[config.mk]
export PLATFORM = sky130hd
export DESIGN_NAME = cpw_top
export DESIGN_NICKNAME = d
export VERILOG_FILES = /design/src/logic/cpw_pkg.sv /design/src/logic/cpw_edge_sync.sv /design/src/logic/cpw_top.sv
export VERILOG_INCLUDE_DIRS = /design/src /design/src/logic
export SDC_FILE = /design/constraint.sdc
export NUM_CORES = 1
export LEC_CHECK = 0
export ABC_AREA = 1
export BUFFER_PORTS_ARGS = -buffer_cell sky130_fd_sc_hd__buf_4
export CORE_ASPECT_RATIO = 1.4
export CORE_UTILIZATION = 62
export CTS_CLUSTER_SIZE = 20
export DETAILED_ROUTE_END_ITERATION = 12
export HOLD_SLACK_MARGIN = 0.05
export PLACE_DENSITY_LB_ADDON = 0.15
export SYNTH_ARGS = -nofsm -noshare
export SYNTH_HDL_FRONTEND = slang
export SYNTH_HIERARCHICAL = 1
export SYNTH_SLANG_ARGS = --single-unit
[constraint.sdc]
create_clock -name clk -period 6.9 [get_ports clk]
set_input_delay 0.69 -clock clk [delete_from_list [all_inputs] [get_ports clk]]
set_output_delay 0.69 -clock clk [all_outputs]
set_load 0.02 [all_outputs]
[src/logic/cpw_map.svh]
// Function
// RL1: seven outputs per 350us carrier period from a coupled up/down counter pair; the code uses one up/down counter
// RL2: normal phases are modulated PWM with no dead time against counter phases
// RL3: all normal phases share one waveform, all counter phases share another
// RL4: seventh output inverts every half carrier period, duty independent
// RL5: software duty goes to a buffer, reaches compare only at period boundary
// RL6: comparator above reference cuts PWM and puts every output in high impedance
// RL7: comparator back below reference releases high impedance, PWM resumes
// RL8: two comparator channels can cut; a zero-reference channel never cuts
// RL9: direct comparator path adds no event-link delay and gives high impedance only
// RL10: event-link path forces high impedance, high or low, with added latency
// RL11: counters run on the peripheral clock, setting period and duty time base
// RL12: three channels of normal and counter pin, plus the toggle pin
// RL13: outputs active low, inactive high after init and before counting
// RL14: buffer to compare transfer happens on counter underflow
// RL15: cutoff entered on comparator rising edge, released on falling edge
// RL16: comparator inputs synchronised before edge detection; enable applied quickly
`ifndef CPW_MAP_SVH
`define CPW_MAP_SVH
`define CPW_PERIOD_NS     350000
`define CPW_CLK_PERIOD_NS 4
`define CPW_PERIOD_CYC    (`CPW_PERIOD_NS / `CPW_CLK_PERIOD_NS)
`define CPW_CNT_W         16
`define CPW_EVL_LAT       2
`define CPW_CMP_CH        2
`define CPW_OUT_INACTIVE  1'b1
`endif

[src/logic/cpw_pkg.sv]
package cpw_pkg;
  // level forced on the pins by the event-link cutoff path
  typedef enum logic [1:0] {CPW_FORCE_HIZ, CPW_FORCE_HIGH, CPW_FORCE_LOW} cpw_force_e;
  // counter run state
  typedef enum logic {CPW_IDLE, CPW_RUN} cpw_state_e;
endpackage

[src/logic/cpw_edge_sync.sv]
`timescale 1ns/100ps
// two-flop synchroniser plus a third stage for edge detection
module cpw_edge_sync (
  // clock and reset
  input  wire logic clk,
  input  wire logic rstn,
  // asynchronous level in
  input  wire logic async_in,
  // synchronised level and edges
  output logic      level,
  output logic      rise,
  output logic      fall
);
  logic s1_reg, s2_reg, s3_reg;
  logic s1_next, s2_next, s3_next;

  // first stage feeds only the second, so no logic sees a metastable value
  always_comb begin
    s1_next = async_in;
    s2_next = s1_reg;
    s3_next = s2_reg;
  end

  always_ff @(posedge clk or negedge rstn) begin
    if (!rstn) begin
      s1_reg <= 1'b0;
      s2_reg <= 1'b0;
      s3_reg <= 1'b0;
    end else begin
      s1_reg <= s1_next;
      s2_reg <= s2_next;
      s3_reg <= s3_next;
    end
  end

  // edges taken from stable stages only
  assign level = s2_reg;
  assign rise  = s2_reg & ~s3_reg; // see RL16
  assign fall  = ~s2_reg & s3_reg;
endmodule

[src/logic/cpw_top.sv]
`timescale 1ns/100ps
`include "cpw_map.svh"
module cpw_top import cpw_pkg::*; #(
  parameter int PERIOD_CYC = `CPW_PERIOD_CYC,
  parameter int CW         = `CPW_CNT_W,
  parameter int EVL_LAT    = `CPW_EVL_LAT
) (
  // clock and reset
  input  wire logic                    clk,
  input  wire logic                    rstn,
  // counting control and duty buffer
  input  wire logic                    run_enable,
  input  wire logic                    duty_wr,
  input  wire logic [CW-1:0]           duty_value,
  // overcurrent comparators, asynchronous
  input  wire logic [`CPW_CMP_CH-1:0]  comparator_hiz_request,
  input  wire logic [`CPW_CMP_CH-1:0]  cmp_channel_armed,
  // event-link cutoff path
  input  wire logic                    event_link_controller_req,
  input  wire cpw_force_e              event_link_controller_mode,
  // channel 1 pins
  output logic                         phase1_normal_out,
  output logic                         phase1_normal_oe,
  output logic                         phase1_counter_out,
  output logic                         phase1_counter_oe,
  // channel 2 pins
  output logic                         phase2_normal_out,
  output logic                         phase2_normal_oe,
  output logic                         phase2_counter_out,
  output logic                         phase2_counter_oe,
  // channel 3 pins
  output logic                         phase3_normal_out,
  output logic                         phase3_normal_oe,
  output logic                         phase3_counter_out,
  output logic                         phase3_counter_oe,
  // half-period toggle pin
  output logic                         half_period_toggle_out,
  output logic                         half_period_toggle_oe,
  // status
  output logic                         cutoff_active
);
  localparam int HALF = PERIOD_CYC / 2;
  localparam logic [CW-1:0] HALF_M1 = CW'(HALF - 1);

  cpw_state_e               state_reg, state_next;
  logic [CW-1:0]            cnt_reg, cnt_next;
  logic                     up_reg, up_next;
  logic [CW-1:0]            buf_reg, buf_next;
  logic [CW-1:0]            cmp_reg, cmp_next;
  logic                     nrm_reg, nrm_next;
  logic                     ctr_reg, ctr_next;
  logic                     tog_reg, tog_next;
  logic                     oe_reg, oe_next;
  logic                     cut_out_reg, cut_out_next;
  logic [`CPW_CMP_CH-1:0]   cut_reg, cut_next;
  logic [EVL_LAT-1:0]       evl_reg, evl_next;
  logic                     half_evt, boundary, evl_active, force_lvl;
  logic [`CPW_CMP_CH-1:0]   cmp_rise, cmp_fall;

  // one synchroniser per comparator channel
  genvar g;
  generate
    for (g = 0; g < `CPW_CMP_CH; g++) begin : g_sync
      cpw_edge_sync u_sync (
        .clk      (clk),
        .rstn     (rstn),
        .async_in (comparator_hiz_request[g]),
        .level    (),
        .rise     (cmp_rise[g]),
        .fall     (cmp_fall[g])
      );
    end
  endgenerate

  // peak and valley of the triangle carrier
  assign half_evt = (state_reg == CPW_RUN) &&
                    ((up_reg && cnt_reg == HALF_M1) || (!up_reg && cnt_reg == CW'(1)));
  assign boundary = (state_reg == CPW_RUN) && !up_reg && cnt_reg == CW'(1); // see RL14
  assign evl_active = evl_reg[EVL_LAT-1];
  assign force_lvl  = evl_active && event_link_controller_mode != CPW_FORCE_HIZ;

  // carrier counter; each half is HALF clocks so a period is PERIOD_CYC
  always_comb begin
    state_next = state_reg;
    cnt_next   = cnt_reg;
    up_next    = up_reg;
    case (state_reg)
      CPW_IDLE: begin
        cnt_next = '0;
        up_next  = 1'b1;
        if (run_enable) begin
          state_next = CPW_RUN;
        end
      end
      CPW_RUN: begin
        if (!run_enable) begin
          state_next = CPW_IDLE;
          cnt_next   = '0;
          up_next    = 1'b1;
        end else begin
          cnt_next = up_reg ? cnt_reg + CW'(1) : cnt_reg - CW'(1); // see RL1, RL11
          if (half_evt) begin
            up_next = ~up_reg;
          end
        end
      end
      default: state_next = CPW_IDLE;
    endcase
  end

  // duty buffer; compare only loads at the valley so a period never splits
  always_comb begin
    buf_next = duty_wr ? duty_value : buf_reg; // see RL5
    cmp_next = boundary ? buf_reg : cmp_reg;   // see RL5, RL14
  end

  // pin levels; one normal and one counter waveform fan out to all three channels
  always_comb begin
    if (state_next != CPW_RUN) begin
      nrm_next = `CPW_OUT_INACTIVE; // see RL13
      ctr_next = `CPW_OUT_INACTIVE;
      tog_next = `CPW_OUT_INACTIVE;
    end else begin
      nrm_next = ~(cnt_next < cmp_next); // see RL2, RL13
      ctr_next = ~nrm_next;              // see RL2
      tog_next = half_evt ? ~tog_reg : tog_reg; // see RL4
    end
    if (force_lvl) begin
      nrm_next = (event_link_controller_mode == CPW_FORCE_HIGH); // see RL10
      ctr_next = nrm_next;
      tog_next = nrm_next;
    end
  end

  // cutoff: direct comparator path has only the synchroniser in front
  always_comb begin
    for (int c = 0; c < `CPW_CMP_CH; c++) begin
      if (!cmp_channel_armed[c]) begin
        cut_next[c] = 1'b0;              // see RL8
      end else if (cmp_rise[c]) begin
        cut_next[c] = 1'b1;              // see RL6, RL15
      end else if (cmp_fall[c]) begin
        cut_next[c] = 1'b0;              // see RL7, RL15
      end else begin
        cut_next[c] = cut_reg[c];
      end
    end
    evl_next     = {evl_reg[EVL_LAT-2:0], event_link_controller_req}; // see RL10
    // enable computed from next values so pins float one edge after the edge is seen
    cut_out_next = (|cut_next) ||
                   (evl_active && event_link_controller_mode == CPW_FORCE_HIZ);
    oe_next      = ~cut_out_next; // see RL6, RL7, RL9, RL16
  end

  always_ff @(posedge clk or negedge rstn) begin
    if (!rstn) begin
      state_reg   <= CPW_IDLE;
      cnt_reg     <= '0;
      up_reg      <= 1'b1;
      buf_reg     <= '0;
      cmp_reg     <= '0;
      nrm_reg     <= `CPW_OUT_INACTIVE;
      ctr_reg     <= `CPW_OUT_INACTIVE;
      tog_reg     <= `CPW_OUT_INACTIVE;
      oe_reg      <= 1'b1;
      cut_out_reg <= 1'b0;
      cut_reg     <= '0;
      evl_reg     <= '0;
    end else begin
      state_reg   <= state_next;
      cnt_reg     <= cnt_next;
      up_reg      <= up_next;
      buf_reg     <= buf_next;
      cmp_reg     <= cmp_next;
      nrm_reg     <= nrm_next;
      ctr_reg     <= ctr_next;
      tog_reg     <= tog_next;
      oe_reg      <= oe_next;
      cut_out_reg <= cut_out_next;
      cut_reg     <= cut_next;
      evl_reg     <= evl_next;
    end
  end

  // all pins straight from flip-flops
  assign phase1_normal_out      = nrm_reg; // see RL3, RL12
  assign phase2_normal_out      = nrm_reg;
  assign phase3_normal_out      = nrm_reg;
  assign phase1_counter_out     = ctr_reg;
  assign phase2_counter_out     = ctr_reg;
  assign phase3_counter_out     = ctr_reg;
  assign half_period_toggle_out = tog_reg;
  assign phase1_normal_oe       = oe_reg;
  assign phase2_normal_oe       = oe_reg;
  assign phase3_normal_oe       = oe_reg;
  assign phase1_counter_oe      = oe_reg;
  assign phase2_counter_oe      = oe_reg;
  assign phase3_counter_oe      = oe_reg;
  assign half_period_toggle_oe  = oe_reg;
  assign cutoff_active          = cut_out_reg;
endmodule

# --- Word-level counts from Yosys, hierarchy flattened ---
# Cells that the tools add are included.
classes:
  magnitude_cmp: 1
  shifts: 0
  n_eq_ne: 5
  n_div: 0
  add_sub_neg: 2
  bitwise_logic: 13
  n_mux: 21
  n_mul: 0
  n_reduce_logical: 13
op_table:
  columns: ["op", "count"]
  rows:
  - ["16-bit 2-to-1 mux", 3]
  - ["16-bit case mux with 2 select lines", 1]
  - ["16-bit by 1-bit adder with 16-bit output (second input constant)", 1]
  - ["16-bit by 1-bit == test with 1-bit output (second input constant)", 1]
  - ["16-bit == test (second input constant)", 1]
  - ["16-bit < comparator", 1]
  - ["1-bit 2-to-1 mux", 16]
  - ["16-bit by 1-bit subtractor with 16-bit output (second input constant)", 1]
  - ["1-bit NOT", 9]
  - ["1-bit logical AND", 7]
  - ["1-bit bitwise AND", 4]
  - ["3-bit by 1-bit inequality test with 1-bit output (second input constant)", 1]
  - ["3-bit by 2-bit inequality test with 1-bit output (second input constant)", 1]
  - ["2-bit by 1-bit == test with 1-bit output (second input constant)", 1]
  - ["2-bit zero test", 1]
  - ["1-bit logical OR", 2]
  - ["1-bit case mux with 2 select lines", 1]
  - ["2-bit nonzero test", 1]
  - ["2-bit OR reduction", 1]
  - ["1-bit zero test", 1]
totals:
  memories: 0
  romBits: 0
  latch_bits: 0
  output_inout_bits: 15
  in_bits: 27
  register_bits: 65
  mem_bits_rw: 0
  wordCells: 73

# --- Logic depth before layout (Yosys ltp) ---
# Gate-level depths: netlist of run 1.
logic_depth:
  word_depth: 8
  depth_mapped: 23
  mapped_depth_nobuf: 22

# --- By module ---
# The synthesis of run 1 kept the hierarchy.
modules_own_cells:
  columns: ["module", "area_per_inst_um2", "seq_area_each_um2", "instances", "cells_per_inst"]
  rows:
  - ["cpw_top", 3104.2, 1482.7, 1, 375]
  - ["cpw_edge_sync", 90.1, 75.1, 2, 7]

# --- Worst setup path after synthesis of run 1 ---
# Ideal clock, no wire load.
synth_path:
  kind: "register to register"
  startpoint: "register cnt_reg[0]"
  endpoint: "register ctr_reg (netlist: phase1_counter_out)"
  arrival_ns: 2.447
  period_less_slack_ns: 2.524
  slack_ns: 4.376
  path_stages_with_launch: 22
  required_time_ns: 6.823
  setup_time_ns: 0.077
  n_path_buf: 0
  path_cell_list: "dfrtp_1 -> inv_1 -> ha_1 -> inv_1 -> nor2_1 -> nand3_1 -> nor3_1 -> nand2_1 -> nor2_1 -> nand2_1 -> o21ai_1 -> a21oi_1 -> o21a_1 -> ha_1 -> nand2_1 -> inv_1 -> nand3_1 -> o221a_2 -> nand2_1 -> nand2_1 -> nand2_1 -> nand2_1"
synth_via:
  elab_chain_len: 7
  elab_cells_between_ends: 11
  classes_between: "add/sub: 2; order compare: 1; eq/ne: 1; mux: 6; reduce/logical: 1"
synth_lines:
  columns: ["element", "line_no", "text"]
  rows:
  - ["start, declared", "cpw_top.sv:46", "logic [CW-1:0] cnt_reg, cnt_next;"]
  - ["start signal, assigned", "cpw_top.sv:171", "cnt_reg <= cnt_next;"]
  - ["16-bit by 1-bit subtractor with 16-bit output or 16-bit by 1-bit adder with 16-bit output (tied branches)", "cpw_top.sv:101", "cnt_next = up_reg ? cnt_reg + CW'(1) : cnt_reg - CW'(1);"]
  - ["16-bit 2-to-1 mux (*)", "cpw_top.sv:101", null]
  - ["16-bit 2-to-1 mux (*)", "cpw_top.sv:96", "if (!run_enable) begin"]
  - ["16-bit case mux with 2 select lines (*)", "cpw_top.sv:87", "case (state_reg)"]
  - ["named net cnt_next[14]", "cpw_top.sv:46", null]
  - ["16-bit < comparator (*)", "cpw_top.sv:124", "nrm_next = ~(cnt_next < cmp_next);"]
  - ["1-bit 2-to-1 mux (*)", "cpw_top.sv:119", "if (state_next != CPW_RUN) begin"]
  - ["1-bit 2-to-1 mux (*)", "cpw_top.sv:128", "if (force_lvl) begin"]
  - ["named net ctr_next", "cpw_top.sv:51", "logic ctr_reg, ctr_next;"]
  - ["end signal, assigned", "cpw_top.sv:163", "ctr_reg <= `CPW_OUT_INACTIVE;"]
  - ["end signal, assigned", "cpw_top.sv:176", "ctr_reg <= ctr_next;"]
  - ["end, declared", "cpw_top.sv:51", null]
# The timed path passes the listed nets; every way through them passes the cells marked *.
# A chain may end at the register's enable or synchronous reset.

# --- Worst setup path in the final report of run 1 ---
# Same ends and word-level chain as after synthesis.

==> results of run 1 <==
==> final cells by class <==
| cell class | instances | area [µm²] |
|---|---|---|
| clock buffers | 9 | 123.9 |
| well taps | 66 | 82.58 |
| clock inverters | 7 | 93.84 |
| inverters | 61 | 229.0 |
| fillers | 401 | 1346 |
| multi-input cells | 242 | 1304 |
| repair buffers | 41 | 307.8 |
| flip-flops and latches | 65 | 1633 |
==> cells in the final DEF, fill, tap and decap left out, types with 3 or more instances in the layout <==
master	count
nand2_1	74
inv_1	61
dfrtp_1	60
buf_4	41
o21ai_0	34
nor2_1	28
a21oi_1	23
ha_1	18
o21ai_1	16
nand3_1	10
clkbuf_8	9
nand4_1	8
nor3_1	7
dfstp_2	5
nor2_2	3
==> critical path, cell delays in order, from the launching register on <==
cell     delay [ps]
dfrtp_1         460
inv_1           150
ha_1            150
inv_1            40
nor2_1          180
nand3_1         130
nor3_1          210
nand2_1         140
nor2_1          110
nand2_1          60
o21ai_1         120
a21oi_1         100
o21a_1          140
ha_1            280
nand2_1          70
inv_1            60
nand3_1         110
nor3_1          180
nand2_1         110
nand2_1          70
nand2_1          40
nand2_1          50
nand2_1          50
==> report_power, final <==
part           internal [mW]  switching [mW]
Combinational         0.0299          0.0436
Sequential             0.398         0.00772
Clock                  0.203           0.148
==> routing by layer <==
layer	global-route usage [%]	share of wire, %	vias to the layer above
met5	0	0	-
met2	39.94	48	62
met3	6.380	3.3	26
met4	15.70	4.2	0
li1	-	-	1322
met1	29.90	44	1174
==> final timing paths <==
kind	to	slack, ps
worst max-delay path	phase1_counter_out	3820
worst min-delay path	g_sync[0].u_sync/level	350
min in group asynchronous	evl_reg[0]	410
worst min register to register	g_sync[0].u_sync/level	350
max in group asynchronous	cmp_reg[5]	5970
worst max register to register	phase1_counter_out	3820
==> synthesized netlist by cell type (all sizes together) <==
master | count | share of area (%)
a211oi | 2 | 0.46
a21oi | 23 | 3.5
a31oi | 1 | 0.19
and2 | 1 | 0.19
buf | 12 | 2.6
clkbuf | 9 | 1.0
dfrtp | 60 | 46
dfstp | 5 | 4.0
ha | 18 | 6.9
inv | 61 | 7.0
mux2 | 1 | 0.34
nand2 | 75 | 8.6
nand3 | 11 | 2.1
nand4 | 8 | 1.5
nor2 | 32 | 4.1
nor3 | 8 | 1.4
nor3b | 1 | 0.23
nor4 | 2 | 0.38
o21a | 2 | 0.46
o21ai | 50 | 7.6
o221a | 1 | 0.34
o22ai | 2 | 0.38
o2bb2ai | 1 | 0.27
o31ai | 1 | 0.23
o41ai | 1 | 0.27
or2 | 1 | 0.27
==> stage by stage <==
stage          util (%)  std cells  setup WS (ps)  area [µm²]  hold slack, ps
2_1_floorplan         -        389           4376        3284           331.2
6_report          73.70        491           3824        3774           351.4
3_5_place_dp      69.45        475           3877        3556           334.7
4_1_cts           73.70        491           3855        3774           352.0
5_1_grt           73.70        491           3543        3774           357.3
3_3_place_gp      69.45        475           4013        3556           334.9
==> cell families (layout without fill, tap and decap cells) <==
logic type / Yosys count / count (layout) / share of synthesized area (%)
multiplexers: 1 / 1 / 0.3428
AND/OR/NAND/NOR: 139 / 139 / 18.78
buffers and inverters: 82 / 118 / 10.59
adder cells (fa/ha/maj): 18 / 18 / 6.857
flip-flops: 65 / 65 / 49.71
AO/OA/AOI/OAI: 84 / 84 / 13.71
==> impl_metrics.toml, run 1 <==
[run_status]
status = "complete, no violations"

[worst_hold_path]
holdCritStartpoint = "g_sync[0].u_sync/s1_reg"
hp-class = "reg -> reg"
hold_depth = 0

[floorplan]
die_area_mm2 = 0.005597
die_w_um = 63.52
core_mm2 = 0.005120
die_y_um = 88.12
num_rows = 31
start_util_pct = 64.15
ios = 42

[layout]
area_growth_pct = 14.90
n_antenna_cell = 0
drive_above_1_share_pct = 16.94
nets = 465

[clocking]
postCtsSetupBuffers = 0
clock-sinks = 65
htreeDepth = 3
numCtsBuffers = 9
ctsHoldBuffers = 0
clock_path_buffers = 2
root_buffer = "clkbuf_8"
cts_tree = "done"
clk_latency_ps = 340
path_clk_slew_ps = 80
cts_resized = 0

[worst_setup_path]
worstRegToRegCells = 22
crit_path_end_kind = "flop"
reg2reg_from = "cnt_reg[0]"
critPathLaunchType = "flop"
crit_fanout = 5
worstPathRequired_ps = 7180
worstPathArrival_ps = 3350
startpoint = "cnt_reg[0]"
critPathKind = "reg -> reg"

[placement]
dpl.hpwl_um = 4547
place_congestion = 0.9254
io_buffers = 41

[logic_synthesis]
ys_seq_area_share_pct = 49.71
synth_cell_type_count = 33
synthCells = 389
syn_area_per_cell_um2 = 8.443
yosys_warnings = 6
ys_ff_latch = 65
syn_nets = 434
syn_area_mm2 = 0.003284

[detailed_routing]
vias = 2584
routedWlPerCell_um = 12.89
dr.pass1.iters = 6
vias_per_cell = 5.263
drtIter0Drc = 177
route.detailed.drc = 0
detail-route-antenna-nets = 0
totalWireLength_um = 6329

[sta]
fin_setup_tns_ps = 0
fin_crit_sh_pct = 44.58
grt_setup_unrepaired = "no"
slew_viol_final = 0
fin_crit_ps = 3076
hold_viol_final = 0
worst_pin_slew_ps = 775.0
slew_headroom_pct = 48.34
fmax_mhz = 325.1
fin_skew_ps = 10.25
setup-violations-final = 0

[power]
powerDensity_mw_per_mm2 = 220.0
peakVddDrop_v = 0.0001595
p_leak_nw = 1.906
power.total_uw = 830.1

[global_route]
grt_max_degree = 66
overflow = 0
grt_antenna_before_repair = 0
grt_pass1_vias = 2388
grt_pass1_wl_um = 10380
grt_use_total_pct = 24.86

[flow_run]
cap_violations = 0
No activity file was read; power rests on OpenSTA's default activity.
==> inputs of run 2 (changes only) <==
--- a/config.mk
+++ b/config.mk
@@ -9,7 +9,7 @@
 export ABC_AREA = 1
 export BUFFER_PORTS_ARGS = -buffer_cell sky130_fd_sc_hd__buf_4
 export CORE_ASPECT_RATIO = 1.4
-export CORE_UTILIZATION = 62
+export CORE_UTILIZATION = 58
 export CTS_CLUSTER_SIZE = 20
 export DETAILED_ROUTE_END_ITERATION = 12
 export HOLD_SLACK_MARGIN = 0.05
==> constraint.sdc (replaced) <==
create_clock -name clk -period 3.1 [get_ports clk]
set_input_delay 0.31 -clock clk [delete_from_list [all_inputs] [get_ports clk]]
set_output_delay 0.31 -clock clk [all_outputs]
set_load 0.02 [all_outputs]
==> run 2 against run 1 <==
Net effect:
- combinational power increased by 120%
- worst setup slack got worse by 3600 ps
- flip-flop and latch count unchanged
- die area increased by 6.7%
- non-clock buffer count increased by 2
- clock-buffer cell count unchanged
- sequential power increased by 120%
- largest cell class unchanged
==> impl_metrics.toml, run 2 (synthesis results as in run 1) <==
[layout]
layout_common_cells = "nand2_1 (74), inv_1 (61), dfrtp_1 (60)"
final_common_cell = "nand2_1"
final_area_mm2 = 0.003832
nets = 468
n_antenna_cell = 0
drive_above_1_share_pct = 18.93
final_util_pct = 69.87
area_growth_pct = 16.69

[detailed_routing]
totalWireLength_um = 6314
drtIter0Drc = 131
route.detailed.drc = 0
vias_per_cell = 5.286
routedWlPerCell_um = 12.73
detail-route-antenna-nets = 0
vias = 2622
dr.pass1.iters = 4

[sta]
grt_setup_unrepaired = "no"
fin_setup_tns_ps = 0
slew_viol_final = 0
hold_viol_final = 0
setup_slack_ps = 263.3
worst_pin_slew_ps = 792.4
slew_headroom_pct = 47.17
fin_skew_ps = 6.639
fmax_mhz = 352.5
fin_crit_ps = 2837
fin_crit_sh_pct = 91.51
setup-violations-final = 0

[power]
powerDensity_mw_per_mm2 = 488.6
power.total_mw = 1.873
peakVddDrop_v = 0.0004200
p_leak_nw = 1.929

[worst_setup_path]
worstPathArrival_ps = 3120
crit_slowest_cell = "dfrtp_1"
cp_common_cell = "nand2_1"
critPathKind = "reg -> reg"
worstPathRequired_ps = 3390
cp_slowest_stage_delay_ps = 430
crit_fanout = 17
critPathLaunchType = "flop"
worstPathCellList = "inv_1 -> ha_1 -> nand2_1 -> inv_1 -> nand2_1 -> nor2_2 -> nand3_2 -> o21ai_1 -> inv_1 -> ha_1 -> nand2_1 -> inv_1 -> nand2_1 -> nand2_1 -> nand2_1 -> nand2_1 -> nand2_1 -> nand2_1 -> nand2_1 -> nand2_1 -> nand2_1"
crit_buf_inv = 4
cp_top_family = "simple AND/OR/NAND/NOR gates"
crit_path_end_kind = "flop"

[global_route]
overflow = 0
grt_max_degree = 66
grt_pass1_wl_um = 11100
grt_antenna_before_repair = 0
grt_use_total_pct = 24.66
grt_pass1_vias = 2506

[flow_run]
cap_violations = 0

[floorplan]
die_area_mm2 = 0.005972
start_util_pct = 59.88
die_w_um = 65.60
core_mm2 = 0.005485
num_rows = 32
ios = 42
die_y_um = 91.04

[clocking]
cts_tree = "done"
htreeDepth = 3
clock-sinks = 65
root_buffer = "clkbuf_8"
numCtsBuffers = 9
path_clk_slew_ps = 70
clock_path_buffers = 2
clk_latency_ps = 340

[worst_hold_path]
hp-class = "in -> async"

[placement]
place_ws_ps = 205.5
dpl_cell_area_mm2 = 0.003566
io_buffers = 41
dpl.hpwl_um = 4566
place_congestion = 0.8781

[run_status]
status = "complete, no violations"
-- run 2: area by class of cell --
| class | count | area (µm²) |
|---|---|---|
| inverter | 61 | 229.0 |
| clock buffer | 9 | 123.9 |
| sequential | 65 | 1633 |
| fill | 433 | 1653 |
| multi-input combinational | 243 | 1338 |
| clock inverter | 7 | 101.3 |
| timing repair buffer | 43 | 322.8 |
| tap | 68 | 85.08 |
-- run 2: worst paths after layout --
kind,start,endpoint,slack (ps),depth (start not counted)
max,cnt_reg[1],phase1_counter_out,260,21
min,rstn,cnt_reg[0],30,1
max reg2reg,cnt_reg[1],phase1_counter_out,260,21
min reg2reg,evl_reg[0],evl_reg[1],360,0
max in group asynchronous,rstn,g_sync[1].u_sync/s1_reg,2530,1
min in group clk,comparator_hiz_request[1],g_sync[1].u_sync/s1_reg,70,1
-- run 2: metrics by stage --
step	hold slack [ps]	cells
after global placement	333.0	478
after CTS	54.52	494
after floorplan	14.41	389
after global routing	52.04	496
after detailed placement	349.0	478
final	25.54	496
-- run 2: repair_timing --
| action | in CTS | in global routing |
|---|---|---|
| endpoints found under the setup margin | 0 | 2 |
| hold buffers | 0 | 0 |
| resized for setup | 0 | 7 |
| buffers inserted | 0 | 1 |
-- run 2: layer usage --
layer | vias to the layer above | routed length (µm) | global-route usage, %
met5 | - | 0 | 0
met4 | 0 | 208 | 14.13
met3 | 17 | 264 | 6.281
met2 | 77 | 3054 | 37.11
met1 | 1201 | 2786 | 31.84
li1 | 1327 | - | -
-- run 2: power by group --
part           leakage, nW  internal, mW  total [mW]  switching [mW]
Clock                0.106         0.459       0.807           0.348
Sequential           0.836         0.886       0.902          0.0160
Combinational        0.987        0.0664       0.164          0.0972
Total                 1.93          1.41        1.87           0.461
